==> config.mk <==
export PLATFORM = sky130hd
export DESIGN_NAME = file_access
export DESIGN_NICKNAME = d
export VERILOG_FILES = /design/src/file_access.v /design/src/file_store.v
export VERILOG_INCLUDE_DIRS = /design/src
export SDC_FILE = /design/constraint.sdc
export NUM_CORES = 2
export LEC_CHECK = 0
export ABC_AREA = 1
export BUFFER_PORTS_ARGS = -buffer_cell sky130_fd_sc_hd__buf_2
export CAP_MARGIN = 20
export CORE_ASPECT_RATIO = 1.75
export CORE_MARGIN = 2
export CORE_UTILIZATION = 40
export CTS_CLUSTER_SIZE = 20
export DETAILED_ROUTE_END_ITERATION = 7
export PLACE_DENSITY_LB_ADDON = 0.1
export REMOVE_ABC_BUFFERS = 1
export SLEW_MARGIN = 20
export SYNTH_ARGS = -nofsm -noshare
export SYNTH_HDL_FRONTEND = slang
export SYNTH_SLANG_ARGS = --single-unit
==> constraint.sdc <==
create_clock -name mclk -period 22.8 [get_ports mclk]
set_clock_uncertainty 0.05 [all_clocks]
set_input_delay 3.42 -clock mclk [delete_from_list [all_inputs] [get_ports mclk]]
set_output_delay 3.42 -clock mclk [all_outputs]
set_load 0.05 [all_outputs]
==> src/file_access_map.vh <==
// register offsets, field layouts and codes for the file access engine
// assumes a byte-addressed plain register port with word-aligned offsets
`ifndef FILE_ACCESS_MAP_VH
`define FILE_ACCESS_MAP_VH

// register byte offsets
`define REG_CMD        8'h00
`define REG_P1         8'h04
`define REG_P2         8'h08
`define REG_LEN        8'h0C
`define REG_DATA       8'h10
`define REG_STATUS     8'h14
`define REG_SELECT     8'h18
`define REG_CFGSEL     8'h1C
`define REG_CFG        8'h20
`define REG_GEOM       8'h24

// command codes written to the command register
`define CMD_FIELD      1:0
`define CMD_TREAD      2'h0
`define CMD_TWRITE     2'h1
`define CMD_RREAD      2'h2
`define CMD_RUPDATE    2'h3

// per-file configuration word
`define CFG_TYPE       1:0
`define CFG_RD_OK      2
`define CFG_UP_OK      3
`define CFG_SFI        8:4
`define CFG_RESET      32'h00000000
`define FT_NONE        2'h0
`define FT_TRANSP      2'h1
`define FT_LINEAR      2'h2
`define FT_CYCLIC      2'h3

// per-file geometry word: base address, record length, record count
`define GEOM_BASE      7:0
`define GEOM_RLEN      15:8
`define GEOM_NREC      23:16
`define GEOM_RESET     32'h00000000

// parameter byte fields
`define P1_SFI_FLAG    7
`define P1_SFI_PAD     6:5
`define P1_OFS_HI      6:0
`define P1_SFI         4:0
`define P2_SFI         7:3
`define P2_MODE        2:0
`define MODE_NEXT      3'h2
`define MODE_PREV      3'h3
`define MODE_ABS       3'h4
`define SFI_CURRENT    5'h00
`define SFI_RFU        5'h1F
`define REC_CURRENT    8'h00
`define REC_FIRST      8'h01

// status word
`define ST_BUSY        0
`define ST_PTR_SET     3
`define ST_RESULT      6:4
`define ST_SEL         9:8
`define ST_PTR         23:16

// result codes
`define RES_OK         3'h0
`define RES_ACCESS     3'h1
`define RES_PARAM      3'h2
`define RES_NOFILE     3'h3
`define RES_TYPE       3'h4
`define RES_RANGE      3'h5
`define RES_LENGTH     3'h6

`endif

==> src/file_access.v <==
// transparent and record file access engine with its register port
// assumes software loads p1, p2, length, then writes the command register
//
// Summary of operation
// RL1 - transparent read only when read allowed
// RL2 - p1 b8 zero: fifteen bit offset
// RL3 - p1 100: short identifier, p2 offset
// RL4 - read returns exactly the expected length
// RL5 - transparent write only when update allowed
// RL6 - write shares read parameter coding
// RL7 - failed record read keeps pointer
// RL8 - current and absolute keep pointer
// RL9 - next increments pointer, unset reads first
// RL10 - linear end of file: no data, pointer kept
// RL11 - cyclic next at last wraps first
// RL12 - previous decrements pointer, unset reads last
// RL13 - cyclic previous at first wraps last
// RL14 - p2 high bits choose file
// RL15 - p2 low bits choose record mode
// RL16 - terminal puts zero p1 for next/previous
// RL17 - record update needs update access, keeps pointer
// RL18 - cyclic files accept only previous updates
// RL19 - linear next update, stop at last
// RL20 - linear previous update, stop at first
// RL21 - cyclic previous update renumbers oldest record
// RL22 - update shares record mode coding
// RL23 - unlisted parameter codes are rejected cleanly
`timescale 1ns/1ps
`include "file_access_map.vh"
module file_access #(
    parameter NF = 4,
    parameter FW = 2,
    parameter AW = 8
) (
    // clock and reset
    input  wire        mclk,
    input  wire        rst_n,
    // register port
    input  wire [7:0]  addr,
    input  wire [31:0] wdata,
    input  wire        wr,
    input  wire        rd,
    output reg  [31:0] rdata,
    // engine state
    output wire        busy
);
    localparam S_IDLE  = 2'h0;
    localparam S_CHECK = 2'h1;
    localparam S_XFER  = 2'h2;

    reg  [1:0]    state;
    reg  [1:0]    cmd;
    reg  [7:0]    p1;
    reg  [7:0]    p2;
    reg  [7:0]    len;
    reg  [FW-1:0] sel;
    reg  [FW-1:0] cfgSel;
    reg  [31:0]   cfgWord  [0:NF-1];
    reg  [31:0]   geomWord [0:NF-1];
    reg  [7:0]    head     [0:NF-1];
    reg  [7:0]    ptr;
    reg           ptrSet;
    reg  [2:0]    result;
    reg  [7:0]    count;
    reg  [AW-1:0] xAddr;
    wire [7:0]    memRd;
    wire          memWe;
    integer       i;
    integer       j;

    // check-stage results
    reg  [2:0]    chkErr;
    reg  [FW-1:0] tgt;
    reg           found;
    reg  [4:0]    short_file_identifier;
    reg  [14:0]   ofs;
    reg  [7:0]    lrec;
    reg  [7:0]    prec;
    reg  [7:0]    next_ptr;
    reg           next_ptrSet;
    reg           moveHead;
    reg  [AW-1:0] startAddr;
    reg           ptrEff;
    reg  [1:0]    fType;
    reg  [7:0]    nrec;
    reg  [7:0]    rlen;
    reg  [7:0]    base;

    assign busy = (state != S_IDLE);

    // logical record to physical slot; head marks record one
    function [7:0] wrapRec;
        input [7:0] hd;
        input [7:0] lr;
        input [7:0] nr;
        reg   [8:0] s;
        begin
            s = {1'b0, hd} + {1'b0, lr} - 9'h001;
            if (s >= {1'b0, nr}) begin
                s = s - {1'b0, nr};
            end
            wrapRec = s[7:0];
        end
    endfunction

    function [AW-1:0] recAddr;
        input [7:0] bs;
        input [7:0] slot;
        input [7:0] rl;
        reg   [15:0] a;
        begin
            a = {8'h00, bs} + slot * rl;
            recAddr = a[AW-1:0];
        end
    endfunction

    always @* begin
        chkErr      = `RES_OK;
        tgt         = sel;
        found       = 1'b0;
        short_file_identifier         = `SFI_CURRENT;
        ofs         = 15'h0000;
        lrec        = `REC_FIRST;
        prec        = 8'h00;
        next_ptr    = ptr;
        next_ptrSet = ptrSet;
        moveHead    = 1'b0;
        startAddr   = {AW{1'b0}};
        i           = 0;
        // resolve the file reference
        if (!cmd[1]) begin
            if (!p1[`P1_SFI_FLAG]) begin
                ofs = {p1[`P1_OFS_HI], p2};                          // [RL2] [RL6]
            end else if (p1[`P1_SFI_PAD] == 2'b00) begin
                short_file_identifier = p1[`P1_SFI];                                   // [RL3] [RL6]
                ofs = {7'h00, p2};
            end else begin
                chkErr = `RES_PARAM;                                 // [RL23]
            end
        end else begin
            short_file_identifier = p2[`P2_SFI];                                       // [RL14] [RL22]
            if (short_file_identifier == `SFI_RFU) begin
                chkErr = `RES_PARAM;                                 // [RL23]
            end
        end
        if (short_file_identifier == `SFI_CURRENT) begin
            found = (cfgWord[sel][`CFG_TYPE] != `FT_NONE);
        end else begin
            for (i = 0; i < NF; i = i + 1) begin
                if (!found && cfgWord[i][`CFG_TYPE] != `FT_NONE && cfgWord[i][`CFG_SFI] == short_file_identifier) begin
                    found = 1'b1;
                    tgt   = i[FW-1:0];
                end
            end
        end
        fType  = cfgWord[tgt][`CFG_TYPE];
        nrec   = geomWord[tgt][`GEOM_NREC];
        rlen   = geomWord[tgt][`GEOM_RLEN];
        base   = geomWord[tgt][`GEOM_BASE];
        // a newly selected file starts with no pointer
        ptrEff = ptrSet && (tgt == sel);
        if (!ptrEff) begin
            next_ptrSet = 1'b0;
        end
        if (chkErr != `RES_OK) begin
            chkErr = chkErr;
        end else if (!found) begin
            chkErr = `RES_NOFILE;
        end else if (cmd[1] ? (fType == `FT_TRANSP) : (fType != `FT_TRANSP)) begin
            chkErr = `RES_TYPE;
        end else if (cmd[0] ? !cfgWord[tgt][`CFG_UP_OK] : !cfgWord[tgt][`CFG_RD_OK]) begin
            chkErr = `RES_ACCESS;                                    // [RL1] [RL5] [RL17]
        end else if (!cmd[1]) begin
            // full sixteen bit file size, a 256 byte file must not wrap to zero
            if ({2'b00, ofs} + {9'h000, len} > {1'b0, {8'h00, nrec} * {8'h00, rlen}}) begin
                chkErr = `RES_RANGE;
            end
            startAddr = base + ofs[AW-1:0];
        end else if (len != rlen) begin
            chkErr = `RES_LENGTH;
        end else if (cmd[0] && fType == `FT_CYCLIC) begin
            if (p2[`P2_MODE] != `MODE_PREV) begin
                chkErr = `RES_TYPE;                                  // [RL18]
            end else begin
                // oldest data sits in the slot before record one
                prec        = wrapRec(head[tgt], nrec, nrec);        // [RL21]
                moveHead    = 1'b1;
                next_ptr    = `REC_FIRST;
                next_ptrSet = 1'b1;
            end
        end else begin
            case (p2[`P2_MODE])                                      // [RL15] [RL22]
                `MODE_NEXT: begin
                    if (!ptrEff) begin
                        lrec = `REC_FIRST;                           // [RL9] [RL19]
                    end else if (ptr == nrec) begin
                        if (fType == `FT_LINEAR) begin
                            chkErr = `RES_RANGE;                     // [RL10] [RL19]
                        end else begin
                            lrec = `REC_FIRST;                       // [RL11]
                        end
                    end else begin
                        lrec = ptr + 8'h01;                          // [RL9]
                    end
                    next_ptr    = lrec;
                    next_ptrSet = 1'b1;
                end
                `MODE_PREV: begin
                    if (!ptrEff) begin
                        lrec = nrec;                                 // [RL12] [RL20]
                    end else if (ptr == `REC_FIRST) begin
                        if (fType == `FT_LINEAR) begin
                            chkErr = `RES_RANGE;                     // [RL10] [RL20]
                        end else begin
                            lrec = nrec;                             // [RL13]
                        end
                    end else begin
                        lrec = ptr - 8'h01;                          // [RL12]
                    end
                    next_ptr    = lrec;
                    next_ptrSet = 1'b1;
                end
                `MODE_ABS: begin
                    // p1 is ignored for next/previous, trusted zero there [RL16]
                    if (p1 == `REC_CURRENT) begin
                        if (!ptrEff) begin
                            chkErr = `RES_RANGE;
                        end
                        lrec = ptr;                                  // [RL8]
                    end else if (p1 > nrec) begin
                        chkErr = `RES_RANGE;
                    end else begin
                        lrec = p1;                                   // [RL8]
                    end
                end
                default: begin
                    chkErr = `RES_PARAM;                             // [RL23]
                end
            endcase
            if (nrec == 8'h00) begin
                chkErr = `RES_RANGE;
            end
            prec = (fType == `FT_CYCLIC) ? wrapRec(head[tgt], lrec, nrec) : (lrec - 8'h01);
        end
        if (cmd[1]) begin
            startAddr = recAddr(base, prec, rlen);
        end
    end

    assign memWe = (state == S_XFER) && wr && (addr == `REG_DATA) && cmd[0] && (count != 8'h00);

    file_store #(
        .AW    (AW)
    ) store (
        .mclk  (mclk),
        .we    (memWe),
        .waddr (xAddr),
        .wdata (wdata[7:0]),
        .raddr (xAddr),
        .rdata (memRd)
    );

    always @(posedge mclk) begin
        if (!rst_n) begin
            state  <= S_IDLE;
            cmd    <= `CMD_TREAD;
            p1     <= 8'h00;
            p2     <= 8'h00;
            len    <= 8'h00;
            sel    <= {FW{1'b0}};
            cfgSel <= {FW{1'b0}};
            ptr    <= 8'h00;
            ptrSet <= 1'b0;
            result <= `RES_OK;
            count  <= 8'h00;
            xAddr  <= {AW{1'b0}};
            rdata  <= 32'h00000000;
            for (j = 0; j < NF; j = j + 1) begin
                cfgWord[j]  <= `CFG_RESET;
                geomWord[j] <= `GEOM_RESET;
                head[j]     <= 8'h00;
            end
        end else begin
            rdata <= 32'h00000000;
            if (wr && state == S_IDLE) begin
                case (addr)
                    `REG_CMD: begin
                        cmd   <= wdata[`CMD_FIELD];
                        state <= S_CHECK;
                    end
                    `REG_P1:     p1 <= wdata[7:0];
                    `REG_P2:     p2 <= wdata[7:0];
                    `REG_LEN:    len <= wdata[7:0];
                    `REG_SELECT: begin
                        sel    <= wdata[FW-1:0];
                        ptrSet <= 1'b0;
                    end
                    `REG_CFGSEL: cfgSel <= wdata[FW-1:0];
                    `REG_CFG:    cfgWord[cfgSel] <= wdata;
                    `REG_GEOM: begin
                        geomWord[cfgSel] <= wdata;
                        head[cfgSel]     <= 8'h00;
                    end
                    default: begin
                    end
                endcase
            end
            if (rd) begin
                case (addr)
                    `REG_P1:     rdata <= {24'h000000, p1};
                    `REG_P2:     rdata <= {24'h000000, p2};
                    `REG_LEN:    rdata <= {24'h000000, len};
                    `REG_SELECT: rdata <= {{(32-FW){1'b0}}, sel};
                    `REG_CFGSEL: rdata <= {{(32-FW){1'b0}}, cfgSel};
                    `REG_CFG:    rdata <= cfgWord[cfgSel];
                    `REG_GEOM:   rdata <= geomWord[cfgSel];
                    `REG_STATUS: begin
                        rdata[`ST_BUSY]    <= busy;
                        rdata[`ST_PTR_SET] <= ptrSet;
                        rdata[`ST_RESULT]  <= result;
                        rdata[`ST_SEL]     <= sel;
                        rdata[`ST_PTR]     <= ptr;
                    end
                    `REG_DATA: begin
                        if (state == S_XFER && !cmd[0] && count != 8'h00) begin
                            rdata <= {24'h000000, memRd};            // [RL4]
                        end
                    end
                    default: begin
                    end
                endcase
            end
            case (state)
                S_IDLE: begin
                end
                S_CHECK: begin
                    result <= chkErr;
                    // nothing but the result is committed unless every check passed [RL7] [RL17] [RL23]
                    if (chkErr == `RES_OK) begin
                        sel    <= tgt;
                        ptr    <= next_ptr;
                        ptrSet <= next_ptrSet;
                        if (moveHead) begin
                            head[tgt] <= prec;                       // [RL21]
                        end
                        xAddr <= startAddr;
                        count <= len;
                        state <= (len == 8'h00) ? S_IDLE : S_XFER;
                    end else begin
                        state <= S_IDLE;
                    end
                end
                S_XFER: begin
                    // one byte moves per data access; the count ends the command [RL4]
                    if (addr == `REG_DATA && (cmd[0] ? wr : rd)) begin
                        xAddr <= xAddr + {{(AW-1){1'b0}}, 1'b1};
                        count <= count - 8'h01;
                        if (count == 8'h01) begin
                            state <= S_IDLE;
                        end
                    end
                end
                default: begin
                    state <= S_IDLE;
                end
            endcase
        end
    end
endmodule // file_access

==> src/file_store.v <==
// byte-wide file memory shared by all files of the card
// assumes one writer; reads are combinational from the array
`timescale 1ns/1ps
module file_store #(
    parameter AW = 8
) (
    // clock
    input  wire          mclk,
    // write port
    input  wire          we,
    input  wire [AW-1:0] waddr,
    input  wire [7:0]    wdata,
    // read port
    input  wire [AW-1:0] raddr,
    output wire [7:0]    rdata
);
    reg [7:0] mem [0:(1<<AW)-1];

    // no reset: contents persist like a card's non-volatile store
    always @(posedge mclk) begin
        if (we) begin
            mem[waddr] <= wdata;
        end
    end

    assign rdata = mem[raddr];
endmodule // file_store

==> implementation parameters <==
Parameter                              Value

Global route
  Number of global-route vias before repair ... 73625
  Aggregate global-route resource usage ... 26.85%
  Sum of overflow across all layers after global routing ... 0
  Maximum number of pins on one net before global-route repair ... 181
  Wire length of the first global-routing pass ... 532.4 mm
  Initial antenna violation count ... 8

Place
  Number of I/O port buffers ... 76
  Placed inst area ... 0.1111 sq mm
  Final HPWL DP ... 234.9 mm
  GP Congestion ... 0.9638

Layout
  Final nets ... 9599
  Fraction of final layout cells with drive strength greater than 1 ... 6.991%
  Area growth from synthesis to final layout ... 10.17%
  Design Area, Final ... 0.1181 sq mm
  Core Util, Final ... 44.25%
  Area of combinational cells with multiple inputs ... 0.03101 sq mm
  Register Area ... 0.07221 sq mm
  Number of fillers in the final layout ... 24890

Routing
  Remaining antenna violation count after routing ... 0
  Met2 layer wire length in the routed design ... 196.7 mm
  Pre-Repair DR Iteration Count ... 6
  DRC violation total after the first TritonRoute iteration ... 6490
  Vias post-DR ... 75020
  Met3 wirelength from detailed routing ... 16.84 mm
  Wirelength per Cell ... 28.66 um
  Sum of routed wire segments on met1 ... 132.7 mm
  Drt total wl ... 374.8 mm
  Mean number of vias per cell ... 5.738
  DRC violations left ... 0
  Max Used Layer ... met5

Setup path
  Crit path kind ... flip-flop to flip-flop
  Launching instance or port of the critical path ... p1[7]$_SDFFE_PN0P_
  Critical path data required time ... 23.55 ns
  Flop2flop setup slack ... 9.88 ns
  Reg2reg start ... p1[7]$_SDFFE_PN0P_
  Number of cell instances on the worst register-to-register path ... 73
  Startpoint type of the worst setup path ... flip-flop
  Highest net fanout along the worst path ... 25
  Cell with the largest stage delay on the worst path ... dfxtp_1
  Critical Path End Type ... flip-flop
  Largest stage delay, worst path ... 0.69 ns
  Worst EP arrival ... 13.67 ns
  CP most frequent cell ... nand2_1

Clocking
  Sinks on the clock net ... 2438
  Cts bufs inserted ... 227
  Root buffer selected by CTS ... clkbuf_16
  Count of hold buffers inserted by post-cts repair ... 0
  TritonCTS clock tree ... yes
  H-Tree Depth ... 4
  Insertion delay of the later-clocked pin in the worst-skew pair ... 0.89 ns
  Quantity of gates resized following cts ... 0
  Number of buffers on the longest clock path ... 4
  CTS clk-pin slew, worst paths ... 0.07 ns
  Postcts setup bufs ... 0

Power
  Power Total ... 8.986 mW
  VDD IR-drop max ... 0.06140 mV
  Leakage component of the power ... 40.22 nW
  Power per cell area ... 76.07 mW/mm^2

Yosys
  Synthesized area ... 0.1072 sq mm
  Prevailing post-synth register cell ... edfxtp_1
  Sequential area share after synthesis ... 67.32%
  Synthesized netlist cell count ... 9551
  Number of register bits inferred by synthesis ... 2438
  Post-synthesis area per instance ... 11.23 sq um
  Count of cell types in the netlist ... 66
  Asr flop ratio synth ... 0%
  EDFF count, synth ... 2336
  Warning count from the yosys run ... 0

Timing
  Clock period minus final worst setup slack ... 12.92 ns
  Max Clock Freq ... 0.07742 GHz
  Setup repair after global routing missed its margin ... no
  Fin. Hold Viols ... 0
  Worst Max-Slew Pin Slew ... 1.244 ns
  Finish-stage setup viols ... 0
  Setup TNS ... 0 ns
  Crit share post-route ... 56.65%
  Max_slew headroom ... 16.81%
  Hold_ws ... 0.4781 ns
  Pins Over Slew Limit ... 0

Job
  Max Cap Violations ... 0

Floorplan
  Starting utilization of the core area ... 40.17%
  Total Die Area ... 0.2724 sq mm
  Number of rows created at floorplan ... 251
  Die span in y ... 688.9 um
  Horizontal die dimension ... 395.4 um
  Area of the core region ... 0.2669 sq mm
  Count of pins on the block boundary ... 77

Min path
  Hold Path Class ... flip-flop to flip-flop

Outcome
  Outcome ... finished, final reports clean
==> how the worst min path moves through the flow <==
stage	slack, ns	cells after the start	end	startpoint
5_1_grt	0.51	2	count[3]$_SDFFE_PN0P_	count[3]$_SDFFE_PN0P_
4_1_cts	0.46	2	count[3]$_SDFFE_PN0P_	count[3]$_SDFFE_PN0P_
3_5_place_dp	0.45	2	count[3]$_SDFFE_PN0P_	count[3]$_SDFFE_PN0P_
3_3_place_gp	0.45	2	count[3]$_SDFFE_PN0P_	count[3]$_SDFFE_PN0P_
6_report	0.48	2	count[3]$_SDFFE_PN0P_	count[3]$_SDFFE_PN0P_
2_1_floorplan	0.40	2	result[1]$_SDFFE_PN0N_	result[1]$_SDFFE_PN0N_
==> placed cells by master (no fill, tap or decap), types with 8 or more instances in the layout <==
master,netlist,routed
buf_12,0,15
xnor2_1,22,22
nor4_1,10,10
clkinv_2,0,43
o32ai_1,52,49
buf_8,0,8
a211oi_2,8,8
a31oi_1,14,14
buf_4,10,113
nand3_4,5,13
a221oi_1,23,23
inv_6,1,8
fa_1,60,60
a21oi_1,209,208
nand3_2,12,14
o22ai_1,666,664
o21bai_1,12,12
dfxtp_1,102,94
nand3_1,173,163
o21ai_0,1524,1519
xor2_1,56,56
nor2_1,2160,2158
bufinv_16,0,18
nand2_2,23,33
clkbuf_16,0,230
buf_2,7,68
clkbuf_1,584,56
edfxtp_1,2336,2336
a32o_1,9,9
nand4_1,28,28
ha_1,148,148
nand2_1,576,564
a211oi_1,11,11
nor3_1,103,101
inv_1,441,435
o211ai_1,15,15
clkinv_1,5,51
inv_2,27,30
==> routing by layer <==
layer	vias to the layer above	track usage (%)
met5	-	0
met4	2	17.77
met3	777	2.707
met2	2470	49.17
met1	37858	29.33
li1	33913	-
==> logic make-up (layout without fill, tap and decap cells) <==
group / count (synthesis) / in the layout / share of synthesized area, %
buffers and inverters: 1111 / 1086 / 4.000
adder cells (fa/ha/maj): 208 / 208 / 2.847
other: 0 / 7 / 0
AO/OA/AOI/OAI: 2592 / 2592 / 13.50
AND/OR/NAND/NOR: 3124 / 3124 / 11.70
XOR/XNOR: 78 / 78 / 0.6371
flip-flops: 2438 / 2438 / 67.32
==> power by group <==
part	internal (mW)	switching [mW]	leakage (nW)
sequential	4.92	0.00955	22.2
combinational	0.0734	0.231	14.6
clock	2.05	1.70	3.45
total	7.04	1.94	40.2
==> worst max-delay path, delay by kind of cell, from the launching register on <==
family                   cells  cell delay [ns]
AND/OR/NAND/NOR             37             4.35
adder cells (fa/ha/maj)     10             3.99
AO/OA/AOI/OAI               10             1.38
flip-flops                   1             0.69
buffers and inverters       16             2.29
==> state kept, by name, indices dropped and copies added, names as in the netlist, 3 cells and up, named ones only <==
| name | flops |
|---|---|
| rdata | 32 |
| p2 | 8 |
| head | 32 |
| geomWord | 128 |
| ptr | 8 |
| store.mem | 2048 |
| p1 | 8 |
| len | 8 |
| result | 3 |
| xAddr | 8 |
| cfgWord | 128 |
| count | 8 |
==> through the flow <==
stage,setup WS [ns],cells
2_1_floorplan,-46.43,8914
3_3_place_gp,9.974,12660
3_5_place_dp,9.998,12660
4_1_cts,9.922,13068
5_1_grt,8.614,13069
6_report,9.884,13075
==> synth_stat cells (9+ instances only) <==
master    instances  area (sq um)
nor2_1         2160          8108
buf_4            10         75.07
a221oi_1         23         201.4
nand4_1          28         175.2
nor4_1           10         62.56
nand2_2          23         143.9
dfxtp_1         102          2042
a21oi_1         209          1046
fa_1             60          1201
o32ai_1          52         455.4
buf_6             9         101.4
nand3_1         173         865.8
a32o_1            9         90.09
nand2_1         576          2162
edfxtp_1       2336         70150
buf_1            27         101.4
o21ai_0        1524          7627
inv_2            27         101.4
xor2_1           56         490.5
nand3_2          12         120.1
o211ai_1         15         112.6
inv_1           441          1655
xnor2_1          22         192.7
nor3_1          103         515.5
o22ai_1         666          4167
ha_1            148          1852
clkbuf_1        584          2192
a211oi_1         11         82.58
a31oi_1          14         87.58
o21bai_1         12         90.09
==> area by class of cell <==
cell class,count,area share [%]
well taps,3542,3.751
inverters,474,1.530
clock inverters,121,0.8992
multi-input cells,6002,26.25
diodes,7,0.01483
clock buffers,287,5.062
repair buffers,204,1.362
flip-flops and latches,2438,61.13
Power figures use the tool's default switching activity.
